--- src/ext_data_pkg.sv ---
// shared constants and types for the external data page block
package ext_data_pkg;
  localparam int unsigned data_bytes = 32;
  localparam logic [7:0] sense_opcode = 8'h1a;
  localparam logic [5:0] page_code_ext = 6'h3e;
  localparam logic [5:0] page_code_all = 6'h3f;
  localparam logic [7:0] page_len_byte = 8'h20;
  localparam logic [7:0] header_len = 8'h04;
  localparam logic [7:0] page_total = 8'h22;
  localparam logic [7:0] list_total = 8'h26;
  localparam logic [7:0] sense_len_byte = 8'h25;
  localparam logic [7:0] data_first = 8'h06;
  localparam logic [7:0] ps_pos = 8'h04;
  localparam logic [7:0] plen_pos = 8'h05;
  localparam logic [3:0] key_illegal = 4'h5;
  localparam logic [7:0] asc_list_len = 8'h1a;
  localparam logic [7:0] asc_bad_param = 8'h26;
  localparam logic [7:0] asc_bad_cdb = 8'h24;
  localparam logic [7:0] ascq_none = 8'h00;
  localparam logic [15:0] fp_cmd_len = 16'h0004;
  localparam logic [15:0] fp_cmd_page = 16'h0002;
  localparam logic [15:0] fp_cmd_ctrl = 16'h0005;
  localparam logic [15:0] fp_cmd_op = 16'h0000;
  localparam logic [2:0] bit_ps = 3'h7;
  localparam logic [1:0] pc_current = 2'h0;
  localparam logic [1:0] pc_changeable = 2'h1;
  localparam logic [1:0] pc_default = 2'h2;
  localparam logic [1:0] pc_saved = 2'h3;

  typedef struct packed {
    logic [7:0] opcode;
    logic block_descriptor_disable;
    logic [1:0] page_control_field;
    logic [5:0] page_code;
    logic [7:0] alloc_len;
    logic flag;
    logic link;
  } sense_cmd_type;

  typedef struct packed {
    logic check;
    logic [3:0] key;
    logic [7:0] asc;
    logic [7:0] ascq;
    logic in_command;
    logic bit_valid;
    logic [2:0] bit_ptr;
    logic [15:0] field_ptr;
  } status_type;
endpackage : ext_data_pkg

--- src/ext_data_store.sv ---
// retained 32-byte external data array with one write and one read port
`timescale 1ns/1ps
module ext_data_store (
  input wire logic clk,
  input wire logic we,
  input wire logic [4:0] waddr,
  input wire logic [7:0] wdata,
  input wire logic [4:0] raddr,
  output logic [7:0] rdata
);
  // no reset: contents model the battery-backed cells and outlive reset
  logic [7:0] mem [ext_data_pkg::data_bytes];

  always_ff @(posedge clk) begin
    if (we) begin
      mem[waddr] <= wdata;
    end
  end

  assign rdata = mem[raddr];
endmodule : ext_data_store

--- src/ext_data_page.sv ---
// mode select / mode sense handling of the external data page
// How it works
// - keep 32 retained external data bytes
// - never alter or interpret stored bytes itself
// - only successful select of page writes
// - sense of page returns stored bytes
// - page byte 0 is code 3E
// - page byte 1 is length 20h
// - page bytes 2 to 33 hold data
// - wrong list length: key 5, 1A, ptr 0004
// - bad list field: key 5, 26, data pointer
// - savable flag set: 26 with bit 7
// - block descriptor disable bit ignored
// - zero allocation length sends nothing
// - page control picks current, mask, default, saved
`timescale 1ns/1ps
module ext_data_page (
  input wire logic clk,
  input wire logic resetn,
  input wire logic store_valid,
  input wire logic sense_req,
  input wire ext_data_pkg::sense_cmd_type sense_cmd,
  input wire logic sel_req,
  input wire logic [7:0] sel_len,
  input wire logic in_valid,
  input wire logic [7:0] in_data,
  output logic in_ready,
  output logic out_valid,
  output logic [7:0] out_data,
  output logic out_last,
  input wire logic out_ready,
  output logic done,
  output ext_data_pkg::status_type status
);
  typedef enum logic [2:0] {
    st_idle, st_rx, st_commit, st_tx
  } state_type;

  state_type state_q;
  logic [7:0] cnt_q;
  logic [7:0] limit_q;
  logic [1:0] pc_q;
  logic err_q;
  ext_data_pkg::status_type err_stat_q;
  logic [7:0] stage_q [ext_data_pkg::data_bytes];
  logic [7:0] rdata;
  logic [4:0] raddr;
  logic [7:0] tx_byte;
  logic tx_fire;
  logic last_tx;

  function automatic ext_data_pkg::status_type reject(
    input logic [7:0] asc, input logic in_cmd, input logic bv,
    input logic [15:0] fp);
    ext_data_pkg::status_type s;
    s.check = 1'b1;
    s.key = ext_data_pkg::key_illegal;
    s.asc = asc;
    s.ascq = ext_data_pkg::ascq_none;
    s.in_command = in_cmd;
    s.bit_valid = bv;
    // bit pointer only means something when bit_valid is set
    s.bit_ptr = bv ? ext_data_pkg::bit_ps : 3'h0;
    s.field_ptr = fp;
    return s;
  endfunction : reject

  // byte p of the header plus page; page control picks the data view
  function automatic logic [7:0] sense_byte(
    input logic [7:0] p, input logic [1:0] pc, input logic nv,
    input logic [7:0] d);
    logic [7:0] b;
    b = 8'h00;
    if (p == 8'h00) begin
      b = ext_data_pkg::sense_len_byte;
    end else if (p == ext_data_pkg::ps_pos) begin
      b = {2'b00, ext_data_pkg::page_code_ext};
    end else if (p == ext_data_pkg::plen_pos) begin
      b = ext_data_pkg::page_len_byte;
    end else if (p >= ext_data_pkg::data_first) begin
      case (pc)
        ext_data_pkg::pc_changeable: b = 8'hff;
        ext_data_pkg::pc_default: b = 8'h00;
        default: b = nv ? d : 8'h00;
      endcase
    end
    return b;
  endfunction : sense_byte

  assign raddr = 5'(cnt_q - ext_data_pkg::data_first);
  assign tx_byte = sense_byte(cnt_q, pc_q, store_valid, rdata);
  assign tx_fire = out_valid && out_ready;
  assign last_tx = (cnt_q + 8'h01 == limit_q);

  // store is written only from the staging copy after a clean select
  ext_data_store u_store (
    .clk(clk),
    .we(state_q == st_commit),
    .waddr(cnt_q[4:0]),
    .wdata(stage_q[cnt_q[4:0]]),
    .raddr(raddr),
    .rdata(rdata)
  );

  // main sequencing
  always_ff @(posedge clk) begin
    if (!resetn) begin
      state_q <= st_idle;
      cnt_q <= 8'h00;
      limit_q <= 8'h00;
      pc_q <= ext_data_pkg::pc_current;
      done <= 1'b0;
      status <= '0;
      out_valid <= 1'b0;
      out_data <= 8'h00;
      out_last <= 1'b0;
      in_ready <= 1'b0;
    end else begin
      done <= 1'b0;
      case (state_q)
        st_idle: begin
          cnt_q <= 8'h00;
          if (sense_req) begin
            pc_q <= sense_cmd.page_control_field;
            if (sense_cmd.opcode != ext_data_pkg::sense_opcode) begin
              done <= 1'b1;
              status <= reject(ext_data_pkg::asc_bad_cdb, 1'b1, 1'b0,
                ext_data_pkg::fp_cmd_op);
            end else if (sense_cmd.flag || sense_cmd.link) begin
              done <= 1'b1;
              status <= reject(ext_data_pkg::asc_bad_cdb, 1'b1, 1'b0,
                ext_data_pkg::fp_cmd_ctrl);
            end else if (sense_cmd.page_code != ext_data_pkg::page_code_ext
                && sense_cmd.page_code != ext_data_pkg::page_code_all) begin
              done <= 1'b1;
              status <= reject(ext_data_pkg::asc_bad_cdb, 1'b1, 1'b0,
                ext_data_pkg::fp_cmd_page);
            end else if (sense_cmd.alloc_len == 8'h00) begin
              done <= 1'b1;
              status <= '0;
            end else begin
              limit_q <= (sense_cmd.alloc_len < ext_data_pkg::list_total)
                ? sense_cmd.alloc_len : ext_data_pkg::list_total;
              state_q <= st_tx;
            end
          end else if (sel_req) begin
            if (sel_len != ext_data_pkg::list_total) begin
              done <= 1'b1;
              status <= reject(ext_data_pkg::asc_list_len, 1'b1, 1'b0,
                ext_data_pkg::fp_cmd_len);
            end else begin
              in_ready <= 1'b1;
              state_q <= st_rx;
            end
          end
        end
        st_rx: begin
          if (in_valid) begin
            cnt_q <= cnt_q + 8'h01;
            if (cnt_q + 8'h01 == ext_data_pkg::list_total) begin
              in_ready <= 1'b0;
              cnt_q <= 8'h00;
              if (err_q) begin
                done <= 1'b1;
                status <= err_stat_q;
                state_q <= st_idle;
              end else begin
                state_q <= st_commit;
              end
            end
          end
        end
        st_commit: begin
          cnt_q <= cnt_q + 8'h01;
          if (cnt_q == 8'(ext_data_pkg::data_bytes - 1)) begin
            done <= 1'b1;
            status <= '0;
            state_q <= st_idle;
          end
        end
        st_tx: begin
          // one byte held until taken; sram read is combinational
          if (!out_valid) begin
            out_valid <= 1'b1;
            out_data <= tx_byte;
            out_last <= last_tx;
          end else if (tx_fire) begin
            out_valid <= 1'b0;
            out_last <= 1'b0;
            cnt_q <= cnt_q + 8'h01;
            if (out_last) begin
              done <= 1'b1;
              status <= '0;
              state_q <= st_idle;
            end
          end
        end
        default: state_q <= st_idle;
      endcase
    end
  end

  // field checks on the page; the first fault found is the one reported
  always_ff @(posedge clk) begin
    if (!resetn) begin
      err_q <= 1'b0;
      err_stat_q <= '0;
    end else if (state_q == st_idle) begin
      err_q <= 1'b0;
    end else if (state_q == st_rx && in_valid && !err_q) begin
      if (cnt_q == ext_data_pkg::ps_pos && in_data[7]) begin
        err_q <= 1'b1;
        err_stat_q <= reject(ext_data_pkg::asc_bad_param, 1'b0, 1'b1,
          16'(cnt_q));
      end else if (cnt_q == ext_data_pkg::ps_pos
          && in_data[6:0] != {1'b0, ext_data_pkg::page_code_ext}) begin
        err_q <= 1'b1;
        err_stat_q <= reject(ext_data_pkg::asc_bad_param, 1'b0, 1'b0,
          16'(cnt_q));
      end else if (cnt_q == ext_data_pkg::plen_pos
          && in_data != ext_data_pkg::page_len_byte) begin
        err_q <= 1'b1;
        err_stat_q <= reject(ext_data_pkg::asc_bad_param, 1'b0, 1'b0,
          16'(cnt_q));
      end
    end
  end

  // staging copy of incoming data bytes
  always_ff @(posedge clk) begin
    if (state_q == st_rx && in_valid
        && cnt_q >= ext_data_pkg::data_first) begin
      stage_q[raddr] <= in_data;
    end
  end
endmodule : ext_data_page

--- config.mk ---
export PLATFORM = sky130hd
export DESIGN_NAME = ext_data_page
export DESIGN_NICKNAME = d
export VERILOG_FILES = /design/src/ext_data_pkg.sv /design/src/ext_data_store.sv /design/src/ext_data_page.sv
export SDC_FILE = /design/constraint.sdc
export NUM_CORES = 1
export LEC_CHECK = 0
export BUFFER_PORTS_ARGS = -buffer_cell sky130_fd_sc_hd__clkbuf_2
export CAP_MARGIN = 20
export CORE_MARGIN = 4
export CORE_UTILIZATION = 63
export CTS_CLUSTER_SIZE = 40
export DETAILED_ROUTE_END_ITERATION = 8
export PLACE_DENSITY = 0.81
export SYNTH_ARGS = -nofsm -noshare
export SYNTH_HDL_FRONTEND = slang
export SYNTH_SLANG_ARGS = --single-unit
--- constraint.sdc ---
create_clock -name clk -period 4.6 [get_ports clk]
set_clock_uncertainty 0.05 [all_clocks]
set_input_delay 0.92 -clock clk [delete_from_list [all_inputs] [get_ports clk]]
set_output_delay 0.92 -clock clk [all_outputs]
set_load 0.01 [all_outputs]
[Word level (Yosys, flattened, before mapping)]
Memory sizes are Yosys's and may differ from the RTL's. A register that Yosys moved wholly into a read port is not among the register bits.
Cells that the tools add are included.
Storage, ports and cells
  register bits after elaboration: 118
  memory bits (writable): 512
  input bits: 50
  word-level logic and storage cells: 180
  memories: 2
Memory list
  stage_q: depth 32, bits a word 8, rd ports 1, clocked after Yosys merged registers in 1, write ports 1, line ext_data_page.sv:45  | logic [7:0] stage_q [ext_data_pkg::data_bytes];
  u_store.mem: depth 32, bits a word 8, rd ports 1, clocked after Yosys merged registers in 0, write ports 1, line ext_data_store.sv:12  | logic [7:0] mem [ext_data_pkg::data_bytes];
Operators by class
  add/sub/neg operators: 2
  $lt $le $gt $ge: 2
  equal/unequal tests: 35
  mux-type cells: 79
  bitwise operators: 7
  reduce and logical (&&, ||, !) cells: 27
Operators by type and width (count)
  $mux 42: 17
  $pmux 42 s4: 1
  $mux 8: 10
  $mux 3: 13
  $pmux 8 s4: 1
  $mux 1: 30
  $ne 3x3->1 const B: 7
  $ne 2x2->1 const B: 10
  $ne 6x6->1 const B: 3
  $eq 8x3->1 const B: 2
  $logic_not 8->1: 2
  $ne 8x6->1 const B: 2
  $pmux 8 s2: 1
  $pmux 3 s4: 1
  $reduce_and 12->1: 1
  $reduce_and 6->1: 2
  $reduce_and 11->1: 1
  $mux 5: 2
  $add 8x1->8 const B: 1
  $eq 8x5->1 const B: 1
  $eq 8x6->1 const B: 1
  $eq 8x8->1: 1
  $ge 8x3->1 const B: 1
  $logic_and 1x1->1: 8
  other kinds (23): 33

[Logic depth before layout (Yosys ltp)]
Gate-level depths: netlist (run 1).
An unclocked memory read counts as a cell.
  depth after elaboration: 8
  mapped depth: 12
  depth with buffers taken out: 8

[Hierarchy]
From an unflattened synthesis (run 1), not the netlist that was laid out.
Unflattened totals
  cells, all modules: 1226
  area total of the unflattened synthesis: 23083.4 µm²
By module, submodules not included
  ext_data_page: times used 1, cells each 817, area each 13190.2 µm², seq. area each 8928.6 µm²
  ext_data_store: times used 1, cells each 409, area each 9893.2 µm², seq. area each 7687.4 µm²

[Worst setup path before layout (run 1)]
Ideal clock, no wire load.
  path type: register to register
  start: reg (tool-made name)
  end: mem u_store.mem[0][0], data pin
  arrival time: 2451 ps
  setup slack: 1792 ps
  cell stages (with the launch flop): 6
  buffers on the path: 2
  period minus slack after synthesis: 2808 ps
  cells stage by stage: dfxtp_1 > buf_2 > buf_1 > mux4_2 > mux4_2 > mux2_2
RTL lines (line)
  end, declared: ext_data_store.sv:12

[Worst setup path in the final report (run 1)]
  start: reg state_q[0]
  end: mem stage_q[18][5] (enable)
On the way
  longest elaborated chain between the ends: 5
Ends and longest elaborated chain
  start, declared: line ext_data_page.sv:39  | state_type state_q;
  start signal, assigned: line ext_data_page.sv:108  | state_q <= st_idle;
  start signal, assigned: line ext_data_page.sv:144  | state_q <= st_tx;
  start signal, assigned: line ext_data_page.sv:153  | state_q <= st_rx;
  $eq 3x1->1: line ext_data_page.sv:231  | if (state_q == st_rx && in_valid
  $logic_and 1x1->1: line ext_data_page.sv:231
  $logic_and 1x1->1: line ext_data_page.sv:232  | && cnt_q >= ext_data_pkg::data_first) begin
  $mux 1: line ext_data_page.sv:231
  $mux 1 (not written as such): line ext_data_page.sv:233  | stage_q[raddr] <= in_data;
  end, declared: line ext_data_page.sv:45
Every way passes these cells.

==> summary.md, run 1 <==
| Metric | Value |
|---|---|
| Status | `finished clean` |
| Top post-synthesis cells by area | `edfxtp_1 (66%), mux4_2 (14%), dfxtp_1 (5.3%)` |
| Final Hold Viols | `0` |
| Pwr Density | `487 nW/µm²` |
| DRC violations left | `0` |
| FP Rows | `70` |
| Layout Nets | `approximately 1400` |
| Starting Density | `between 60% and 70%` |
| Crit start category | `flop` |
| First-pass GRT wire length | `~80 mm` |
| Peak Freq | `about 280 MHz` |
| Worst Reg2Reg Path Length in Cells | `5` |
| Cts hold-fix bufs | `0` |
| Routed vias/inst | `roughly 6.6` |
| EDFF count, synth | `just over 500` |
| Worst-path clk slew | `around 0.070 ns` |
| Sequential area share after synthesis | `71.6%` |
| Worst r2r src | `state_q[0]` |
| Max FO, Critical Path | `17` |
| Vias | `about 13000` |
| R2R Setup Slk | `about 1.1 ns` |
| CTS max path bufs | `3` |
| Fin crit share | `between 70% and 80%` |
| Routed WL per cell | `~28 µm` |
| Measured slew at the worst slew-check pin | `0.981 ns` |
| R2r endpoint | `stage_q[18][5]` |
| Largest net degree at the start of global routing | `52` |
| CP startpoint | `state_q[0]` |
| Vias in the first global route | `~13000` |
| Avg Cell Area, Syn | `18.0 µm²` |
| Most common cell in the netlist | `edfxtp_1` |
| Critical path class | `flop to flop` |
| P_leak | `just over 8 nW` |
| Minimum clock period | `between 3 and 4 ns` |
| Cell variety after synth | `just under 80` |
| Setup Viol. Count Final | `0` |
| Slew headroom | `between 30 and 40%` |
| Post-CTS setup buffers | `0` |
| Final Instance Area | `roughly 26000 µm²` |
| Post-synth ARST share | `0%` |
| Synth Register Bits | `around 570` |
| Synth warn | `0` |
| Worst EP required | `4.75 ns` |
| Max VDD drop | `around 0.43 mV` |
| Most frequent cells after synthesis | `edfxtp_1 (512), mux4_2 (146), nor2_1 (87), dfxtp_1 (62)` |
| Diodes inserted | `0` |
| PortBufs | `80` |
| Grt total ovfl | `0` |
| HP Start | `pc_q[0]` |
| 1st-iter DRT viols | `roughly 1500` |
| Die width | `200 µm` |
| Ys flop type | `edfxtp_1` |
| Final setup TNS | `0 ns` |
| CTS tree | `done` |
| Antenna Violating Nets Remaining | `0` |
| Hold crit path type | `flop to flop` |
| Netlist Area Pre-Place | `23200 µm²` |
| Clock sinks | `574` |
| DR pass1 iterations | `6` |
| Synth top area share | `66.2%` |
| Io pins | `104` |
| Max-Cap Viols | `0` |
| Root Driver | `clkbuf_16` |
| Die Y | `around 200 µm` |
| Core Region | `between 30000 and 40000 µm²` |
| Layout cells sized above 1 | `about 25%` |
| Max H-tree Level | `2` |
| Non-filler instance count after layout | `around 1900` |
| Post-cts resize count | `0` |
| DP HPWL | `roughly 33 mm` |
| Hold Path Stages | `2` |
| Die area | `~40000 µm²` |
| Max-slew violations | `0` |
| Area Overhead vs Synth | `10.9%` |
| Num CTS Buffers | `between 50 and 60` |
| RSZ-0062 raised after global routing | `false` |
| # placed instances | `1802` |
| GPL Wtd Cong | `roughly 0.92` |
| Largest area contributor in the netlist | `edfxtp_1` |
| GRT Overall Usage | `a little over a quarter` |
| Critical path data arrival time | `around 3.7 ns` |
| Total power | `approximately 13 mW` |
| Cells after Synth | `roughly 1300` |
| Worst-Skew Late Latency | `0.58 ns` |
| Hold EP | `pc_q[0]` |
| Final WL | `52.7 mm` |
| Antenna violations before repair | `0` |
| CP Capture Type | `flop` |
| Area after DPL | `24100 µm²` |
[worst max-delay path, cell delays in order, from the launching register on]
cell	delay, ns
dfxtp_1	0.65
nor2b_1	0.54
nand2_1	0.30
a21oi_1	0.35
nand2_1	0.44
nor2_1	0.80
[sequential cells by signal, indices dropped and copies added, names as in the netlist, named ones only]
register	count
stage_q	256
out_valid	1
err_stat_q	10
cnt_q	8
limit_q	8
done	1
out_last	1
out_data	8
status	14
err_q	1
pc_q	2
u_store.mem	256
state_q	2
in_ready	1
[metrics by stage]
stage          util (%)  setup slack [ns]  hold WS (ns)
5_1_grt            70.5             0.855         0.436
3_3_place_gp       65.9              1.24         0.394
4_1_cts            70.5              1.14         0.415
2_1_floorplan         -              1.79         0.381
3_5_place_dp       65.9              1.19         0.404
6_report           70.5              1.08         0.417
[worst max-delay path by stage]
stage	end	cells past startpoint
6_report	stage_q[18][5]	5
4_1_cts	stage_q[18][1]	5
2_1_floorplan	u_store.mem[0][0]	5
3_5_place_dp	stage_q[10][0]	5
5_1_grt	stage_q[6][4]	5
3_3_place_gp	stage_q[9][2]	5
[layout make-up]
class / instances / area (µm²)
Clock inverter: 26 / 287
Inverter: 49 / 184
Sequential cell: 574 / 16600
Timing Repair Buffer: 106 / 633
Clock buffer: 70 / 1420
Tap cell: 468 / 586
Multi-Input combinational cell: 605 / 6020
Fill cell: 2159 / 10800
[layout by cell type, fill, tap and decap left out, types with 21 or more instances in the layout]
cell type	count
a21oi_1	35
buf_4	23
clkbuf_16	53
clkbuf_2	80
conb_1	21
dfxtp_1	58
edfxtp_1	512
inv_1	47
mux4_2	146
nand2_1	47
nand3_1	33
nor2_1	87
o21ai_0	23
o22ai_1	21
[cells by family (layout without fill, tap and decap cells)]
kind of cell	count (synthesis)	after routing	synth area share, %
adders and majority gates	6	6	0.323
DFF	574	574	71.6
buffers and inverters	134	251	2.82
muxes	159	159	14.8
AOI/OAI and AO/OA	129	129	3.69
and+or+nand+nor	274	274	6.01
xor gates and xnor gates	16	16	0.814
other	1	21	0.0162
[metal layers]
layer | GRT usage (%) | vias up | part of all wire (%)
li1 | - | 5318 | -
met3 | 4.06 | 136 | 8.6
met2 | 44.3 | 716 | 50
met1 | 38.4 | 6441 | 37
met5 | 0 | - | 0
met4 | 9.46 | 0 | 3.7
[where the power goes]
group | switching [mW] | internal, mW
clock network | 1.84 | 2.50
registers | 0.154 | 5.93
logic | 1.22 | 0.886
total | 3.22 | 9.32
No activity file was read; power rests on OpenSTA's default activity.
==> run 2: changes to the inputs <==
--- a/config.mk
+++ b/config.mk
@@ -8,10 +8,10 @@
 export BUFFER_PORTS_ARGS = -buffer_cell sky130_fd_sc_hd__clkbuf_2
 export CAP_MARGIN = 20
 export CORE_MARGIN = 4
-export CORE_UTILIZATION = 63
+export CORE_UTILIZATION = 61
 export CTS_CLUSTER_SIZE = 40
 export DETAILED_ROUTE_END_ITERATION = 8
-export PLACE_DENSITY = 0.81
+export PLACE_DENSITY = 0.79
 export SYNTH_ARGS = -nofsm -noshare
 export SYNTH_HDL_FRONTEND = slang
 export SYNTH_SLANG_ARGS = --single-unit
==> constraint.sdc (replaced) <==
create_clock -name clk -period 3.5 [get_ports clk]
set_clock_uncertainty 0.05 [all_clocks]
set_input_delay 0.7 -clock clk [delete_from_list [all_inputs] [get_ports clk]]
set_output_delay 0.7 -clock clk [all_outputs]
set_load 0.01 [all_outputs]
==> run 2 against run 1 <==
Against the previous run:
- critical path depth increased by 2
- power rose by 35%
- first-iteration DRC count increased by 9.1%
- wire length increased by 3.1%
- global-route usage down 0.39 points
- sequential power rose by 30%
- count of clock-buffer cells in the layout down 4
- non-clock buffer count grew 66
- die area up 3.1%
- critical path type unchanged
- largest cell class unchanged
- largest power group unchanged
- highest routed layer unchanged
==> summary.md, run 2 (synthesized netlist as in run 1, its figures left out) <==
| Metric | Value |
|---|---|
| Num CTS Buffers | `54 (was 52)` |
| Max-Cap Viols | `0 (unchanged)` |
| Max-slew violations | `0 (unchanged)` |
| Antenna violations before repair | `0 (unchanged)` |
| Io pins | `104 (unchanged)` |
| Critical path's largest stage delay | `0.76 ns (was 0.80 ns)` |
| Largest net degree at the start of global routing | `38 (was 52)` |
| Buf/Inv on CP | `2 (was 0)` |
| Cts hold-fix bufs | `0 (unchanged)` |
| GRT Overall Usage | `26.7% (was 27.1%)` |
| Setup Viol. Count Final | `0 (unchanged)` |
| Routed WL per cell | `27.1 µm (was 27.8 µm)` |
| Grt total ovfl | `0 (unchanged)` |
| Status | `finished clean (unchanged)` |
| DP HPWL | `33.9 mm (was 32.9 mm)` |
| Minimum clock period | `3.21 ns (was 3.52 ns)` |
| Antenna Violating Nets Remaining | `0 (unchanged)` |
| Die Y | `203 µm (was 200 µm)` |
| P_leak | `8.74 nW (was 8.31 nW)` |
| Die area | `41300 µm² (was 40000 µm²)` |
| Critical path data arrival time | `3.60 ns (was 3.67 ns)` |
| DR pass1 iterations | `5 (was 6)` |
| CTS max path bufs | `3 (unchanged)` |
| Slowest-stage cell, CP | `nor4_1 (was nor2_1)` |
| Core Region | `37600 µm² (was 36500 µm²)` |
| Top Family by Delay on Critical Path | `simple AND/OR/NAND/NOR gates (unchanged)` |
| Total power | `17.0 mW (was 12.5 mW)` |
| Worst Reg2Reg Path Length in Cells | `7 (was 5)` |
| Max FO, Critical Path | `16 (was 17)` |
| Final WL | `54.4 mm (was 52.7 mm)` |
| Crit start category | `flop (unchanged)` |
| PortBufs | `80 (unchanged)` |
| Root Driver | `clkbuf_16 (unchanged)` |
| Worst r2r src | `cnt_q[1] (was state_q[0])` |
| R2R Setup Slk | `0.29 ns (was 1.08 ns)` |
| Routed vias/inst | `6.38 (was 6.64)` |
| Measured slew at the worst slew-check pin | `0.872 ns (was 0.981 ns)` |
| FP Rows | `71 (was 70)` |
| Fin crit share | `91.7% (was 76.5%)` |
| Most frequent CP cell | `buf_4 (was nand2_1)` |
| Hold crit path type | `primary input to flop (was flop to flop)` |
| Final setup TNS | `0 ns (unchanged)` |
| Slew headroom | `41.7% (was 34.5%)` |
| CTS tree | `done (unchanged)` |
| Clock sinks | `574 (unchanged)` |
| Most frequent cells in the layout | `edfxtp_1 (512), mux4_2 (146), nor2_1 (87), buf_4 (86), clkbuf_2 (80) (was edfxtp_1 (512), mux4_2 (146), nor2_1 (87), clkbuf_2 (80), dfxtp_1 (58))` |
| FILL cells | `2238 (was 2159)` |
| 1st-iter DRT viols | `1601 (was 1467)` |
| R2r endpoint | `out_data[6] (was stage_q[18][5])` |
| CP Capture Type | `flop (unchanged)` |
| Top flop regs | `stage_q: 256 flops, u_store.mem: 256 flops, status: 14 flops (unchanged)` |
| Worst EP required | `3.89 ns (was 4.75 ns)` |
| Commonest non-fill, non-tap cell in the layout | `edfxtp_1 (unchanged)` |
| Pwr Density | `641 nW/µm² (was 487 nW/µm²)` |
| Layout cells sized above 1 | `28.8% (was 25.3%)` |
| Worst-Skew Late Latency | `0.60 ns (was 0.58 ns)` |
| Worst-path clk slew | `0.06 ns (was 0.07 ns)` |
| Layout Nets | `1512 (was 1444)` |
| Max VDD drop | `0.535 mV (was 0.433 mV)` |
| Peak Freq | `312 MHz (was 284 MHz)` |
| Crit-path cells | `ha_1 > buf_4 > or3_1 > buf_4 > o22ai_1 > nor4_1 > o21ai_0 (was nor2b_1 > nand2_1 > a21oi_1 > nand2_1 > nor2_1)` |
| Final Hold Viols | `0 (unchanged)` |
| Vias | `12800 (was 12600)` |
| Critical path class | `flop to flop (unchanged)` |
| Area Overhead vs Synth | `14.0% (was 10.9%)` |
| Max H-tree Level | `2 (unchanged)` |
| Die width | `203 µm (was 200 µm)` |
| CP startpoint | `cnt_q[1] (was state_q[0])` |
| DRC violations left | `0 (unchanged)` |
| Setup crit end | `out_data[6] (was stage_q[18][5])` |
| Post-CTS setup buffers | `0 (unchanged)` |
| Post-cts resize count | `0 (unchanged)` |
| Crit path depth | `7 (was 5)` |
| Diodes inserted | `0 (unchanged)` |
| Vias in the first global route | `12900 (was 12700)` |
| First-pass GRT wire length | `82.0 mm (was 80.4 mm)` |
| RSZ-0062 raised after global routing | `false (unchanged)` |
| GPL Wtd Cong | `1.04 (was 0.922)` |
| Starting Density | `61.8% (was 63.6%)` |
==> run 2: worst min path at each step <==
stage	cells past startpoint	endpoint	slack [ns]	from
floorplan	1	err_stat_q[3]	0.38	err_stat_q[3]
global placement	1	err_stat_q[3]	0.39	err_stat_q[3]
detailed placement	1	err_stat_q[7]	0.40	err_stat_q[7]
CTS	3	pc_q[0]	0.25	sense_cmd[16]
global route	3	pc_q[0]	0.28	sense_cmd[16]
finish	3	pc_q[0]	0.27	sense_cmd[16]
==> run 2: area by class of cell <==
cell class / count / area [µm²] / area share (%)
Sequential cell: 574 / 16600 / 62.8
Multi-Input combinational cell: 605 / 6020 / 22.8
Clock buffer: 66 / 1420 / 5.35
Timing Repair Buffer: 172 / 1170 / 4.40
Tap cell: 511 / 639 / 2.42
Clock inverter: 32 / 417 / 1.57
Inverter: 49 / 184 / 0.695
==> run 2: report_power, final <==
part / total [mW] / leakage (nW) / switching [mW] / internal (mW)
Combinational: 2.96 / 2.74 / 1.71 / 1.25
Clock: 6.07 / 0.893 / 2.47 / 3.61
Sequential: 7.92 / 5.11 / 0.129 / 7.79
Total: 17.0 / 8.74 / 4.31 / 12.6
==> run 2: worst reg2reg max path: cells and delay by family, from the launching register on <==
kind,cells,cell delay (ns)
adders and majority gates,1,0.67
buffers and inverters,2,0.57
and+or+nand+nor,2,1.02
DFF,1,0.39
AOI/OAI and AO/OA,2,0.36
==> run 2: through the flow <==
stage / hold slack (ns) / std cells / setup WS [ns] / cell area, µm² / util, %
after floorplan: 0.381 / 1313 / 0.692 / 23300 / -
after global placement: 0.393 / 1911 / 0.571 / 24600 / 65.6
after detailed placement: 0.402 / 1911 / 0.504 / 24600 / 65.6
after CTS: 0.254 / 2009 / 0.445 / 26500 / 70.4
after global routing: 0.278 / 2009 / 0.233 / 26500 / 70.4
final: 0.270 / 2009 / 0.290 / 26500 / 70.4
==> run 2: per-layer routing <==
layer	vias up	global-route usage (%)	part of all wire (%)
li1	5452	-	-
met1	6569	36.9	38
met2	653	43.9	50
met3	138	4.50	8.0
met4	0	10.1	4.0
met5	-	0	0
==> run 3: changes to the inputs <==
--- a/config.mk
+++ b/config.mk
@@ -5,13 +5,16 @@
 export SDC_FILE = /design/constraint.sdc
 export NUM_CORES = 1
 export LEC_CHECK = 0
+export ABC_CLOCK_PERIOD_IN_PS = 3500
 export BUFFER_PORTS_ARGS = -buffer_cell sky130_fd_sc_hd__clkbuf_2
 export CAP_MARGIN = 20
+export CELL_PAD_IN_SITES_DETAIL_PLACEMENT = 0
+export CELL_PAD_IN_SITES_GLOBAL_PLACEMENT = 1
 export CORE_MARGIN = 4
-export CORE_UTILIZATION = 61
+export CORE_UTILIZATION = 53
 export CTS_CLUSTER_SIZE = 40
 export DETAILED_ROUTE_END_ITERATION = 8
-export PLACE_DENSITY = 0.79
+export PLACE_DENSITY_LB_ADDON = 0.1
 export SYNTH_ARGS = -nofsm -noshare
 export SYNTH_HDL_FRONTEND = slang
 export SYNTH_SLANG_ARGS = --single-unit
==> run 3 against run 2 <==
Against the previous run:
- combinational power barely moved
- via count fell by 3.6%
- power fell by 0.93%
- non-clock buffer count rose by 12
- count of clock-buffer cells in the layout rose by 3
- critical path depth fell by 1
- worst setup slack improved by 0.27 ns
- critical endpoint is now out_data[1]
- largest power group unchanged
- highest routed layer unchanged
==> summary.md, run 3 (synthesized netlist as in run 1, its figures left out) <==
| Metric | Value |
|---|---|
| Vias in the first global route | `12400 (was 12900)` |
| P_leak | `8.83 nW (was 8.74 nW)` |
| CTS max path bufs | `3 (unchanged)` |
| Fin crit share | `84.1% (was 91.7%)` |
| Final WL | `53.1 mm (was 54.4 mm)` |
| Vias | `12400 (was 12800)` |
| Antenna violations before repair | `0 (unchanged)` |
| Area Overhead vs Synth | `14.9% (was 14.0%)` |
| Clock sinks | `574 (unchanged)` |
| Commonest non-fill, non-tap cell in the layout | `edfxtp_1 (unchanged)` |
| Starting Density | `53.8% (was 61.8%)` |
| Minimum clock period | `2.94 ns (was 3.21 ns)` |
| Max H-tree Level | `2 (unchanged)` |
| GRT Overall Usage | `22.9% (was 26.7%)` |
| Grt met2 use | `36.7% (was 43.9%)` |
| Global Route met3 Usage | `2.92% (was 4.50%)` |
| Num CTS Buffers | `57 (was 54)` |
| DR pass1 iterations | `5 (unchanged)` |
| Total power | `16.8 mW (was 17.0 mW)` |
| Final Hold Viols | `0 (unchanged)` |
| Post-CTS setup buffers | `0 (unchanged)` |
| Post-cts resize count | `0 (unchanged)` |
| Worst-Skew Late Latency | `0.62 ns (was 0.60 ns)` |
| Cts hold-fix bufs | `0 (unchanged)` |
| Max FO, Critical Path | `11 (was 16)` |
| Final setup TNS | `0 ns (unchanged)` |
| 1st-iter DRT viols | `1374 (was 1601)` |
| Multi-input gate area | `6020 µm² (unchanged)` |
| Critical path data arrival time | `3.40 ns (was 3.60 ns)` |
| CTS tree | `done (unchanged)` |
| Peak Freq | `340 MHz (was 312 MHz)` |
| Largest net degree at the start of global routing | `56 (was 38)` |
| Worst EP required | `3.96 ns (was 3.89 ns)` |
| Register area | `16600 µm² (unchanged)` |
| Critical path class | `flop to flop (unchanged)` |
| Grt peak-use layer | `met2 (unchanged)` |
| Diodes inserted | `0 (unchanged)` |
| DRC violations left | `0 (unchanged)` |
| Die width | `217 µm (was 203 µm)` |
| Measured slew at the worst slew-check pin | `0.889 ns (was 0.872 ns)` |
| Max-Cap Viols | `0 (unchanged)` |
| FILL cells | `3238 (was 2238)` |
| Core Region | `43200 µm² (was 37600 µm²)` |
| Max-slew violations | `0 (unchanged)` |
| FP Rows | `76 (was 71)` |
| Post-layout util | `61.8% (was 70.4%)` |
| Hold crit path type | `primary input to flop (unchanged)` |
| PortBufs | `80 (unchanged)` |
| Routed WL per cell | `25.3 µm (was 27.1 µm)` |
| Layout Nets | `1527 (was 1512)` |
| Antenna Violating Nets Remaining | `0 (unchanged)` |
| Io pins | `104 (unchanged)` |
| Status | `finished clean (unchanged)` |
| First-pass GRT wire length | `80.1 mm (was 82.0 mm)` |
| Setup Viol. Count Final | `0 (unchanged)` |
| Crit start category | `flop (unchanged)` |
| Met1 Use GR | `33.6% (was 36.9%)` |
| Die Y | `217 µm (was 203 µm)` |
| Top flop regs | `stage_q: 256 flops, u_store.mem: 256 flops, status: 14 flops (unchanged)` |
| Root Driver | `clkbuf_16 (unchanged)` |
| Most frequent cells in the layout | `edfxtp_1 (512), mux4_2 (146), buf_4 (97), nor2_1 (87), clkbuf_2 (80) (was edfxtp_1 (512), mux4_2 (146), nor2_1 (87), buf_4 (86), clkbuf_2 (80))` |
| Max VDD drop | `0.487 mV (was 0.535 mV)` |
| CP Capture Type | `flop (unchanged)` |
| RSZ-0062 raised after global routing | `false (unchanged)` |
| Pwr Density | `630 nW/µm² (was 641 nW/µm²)` |
| Layout cells sized above 1 | `30.3% (was 28.8%)` |
| Worst-path clk slew | `0.06 ns (about the same)` |
| Die area | `47200 µm² (was 41300 µm²)` |
| GPL Wtd Cong | `0.835 (was 1.04)` |
| Grt total ovfl | `0 (unchanged)` |
| Routed vias/inst | `5.88 (was 6.38)` |
| Slew headroom | `40.7% (was 41.7%)` |
| DP HPWL | `34.7 mm (was 33.9 mm)` |
==> run 3: cell types whose count changed in the layout (fill, tap and decap cells not counted), sizes merged <==
cell      previous run  this run
buf                 92       104
clkinv              20        31
inv                 51        50
clkinvlp             0         2
bufinv              10         3
clkbuf             146       149
==> run 3: worst max-delay path, cell delays in order, from the launching register on <==
cell and delay, ns:
dfxtp_2 0.33, ha_1 0.71, buf_4 0.29, or3_1 0.34, o22ai_1 0.18, or4_1 0.56, a221o_1 0.37
==> run 3: worst paths after layout <==
path | cells after the start | start | endpoint | slack [ns]
worst max-delay path | 6 | cnt_q[1] | out_data[1] | 0.56
worst min-delay path | 3 | sense_cmd[16] | pc_q[0] | 0.28
worst max register to register | 6 | cnt_q[1] | out_data[1] | 0.56
worst min register to register | 1 | err_stat_q[7] | err_stat_q[7] | 0.41
==> run 3: final cells by class <==
| cell class | count | area share, % |
|---|---|---|
| tap | 585 | 2.74 |
| multi-input combinational | 605 | 22.6 |
| inverter | 49 | 0.689 |
| sequential | 574 | 62.3 |
| timing repair buffer | 184 | 4.76 |
| clock buffer | 69 | 5.91 |
| clock inverter | 37 | 0.994 |
==> run 3: report_power, final <==
| group | total (mW) | switching (mW) | internal [mW] |
|---|---|---|---|
| clock | 5.96 | 2.55 | 3.41 |
| combinational | 2.95 | 1.71 | 1.24 |
| sequential | 7.89 | 0.101 | 7.79 |
| total | 16.8 | 4.35 | 12.4 |
==> run 3: metal layers <==
layer | up-vias | routed length, µm
met5 | - | 0
met4 | 0 | 1470
met2 | 385 | 26100
li1 | 5490 | -
met3 | 97 | 2680
met1 | 6385 | 22900
==> run 3: stage by stage <==
stage,setup slack [ns],area [µm²],hold slack (ns),instances
finish,0.557,26700,0.279,2103
global route,0.458,26700,0.271,2103
CTS,0.545,26700,0.249,2103
detailed placement,0.478,24800,0.399,1997
global placement,0.521,24800,0.395,1997
floorplan,0.692,23300,0.381,1313
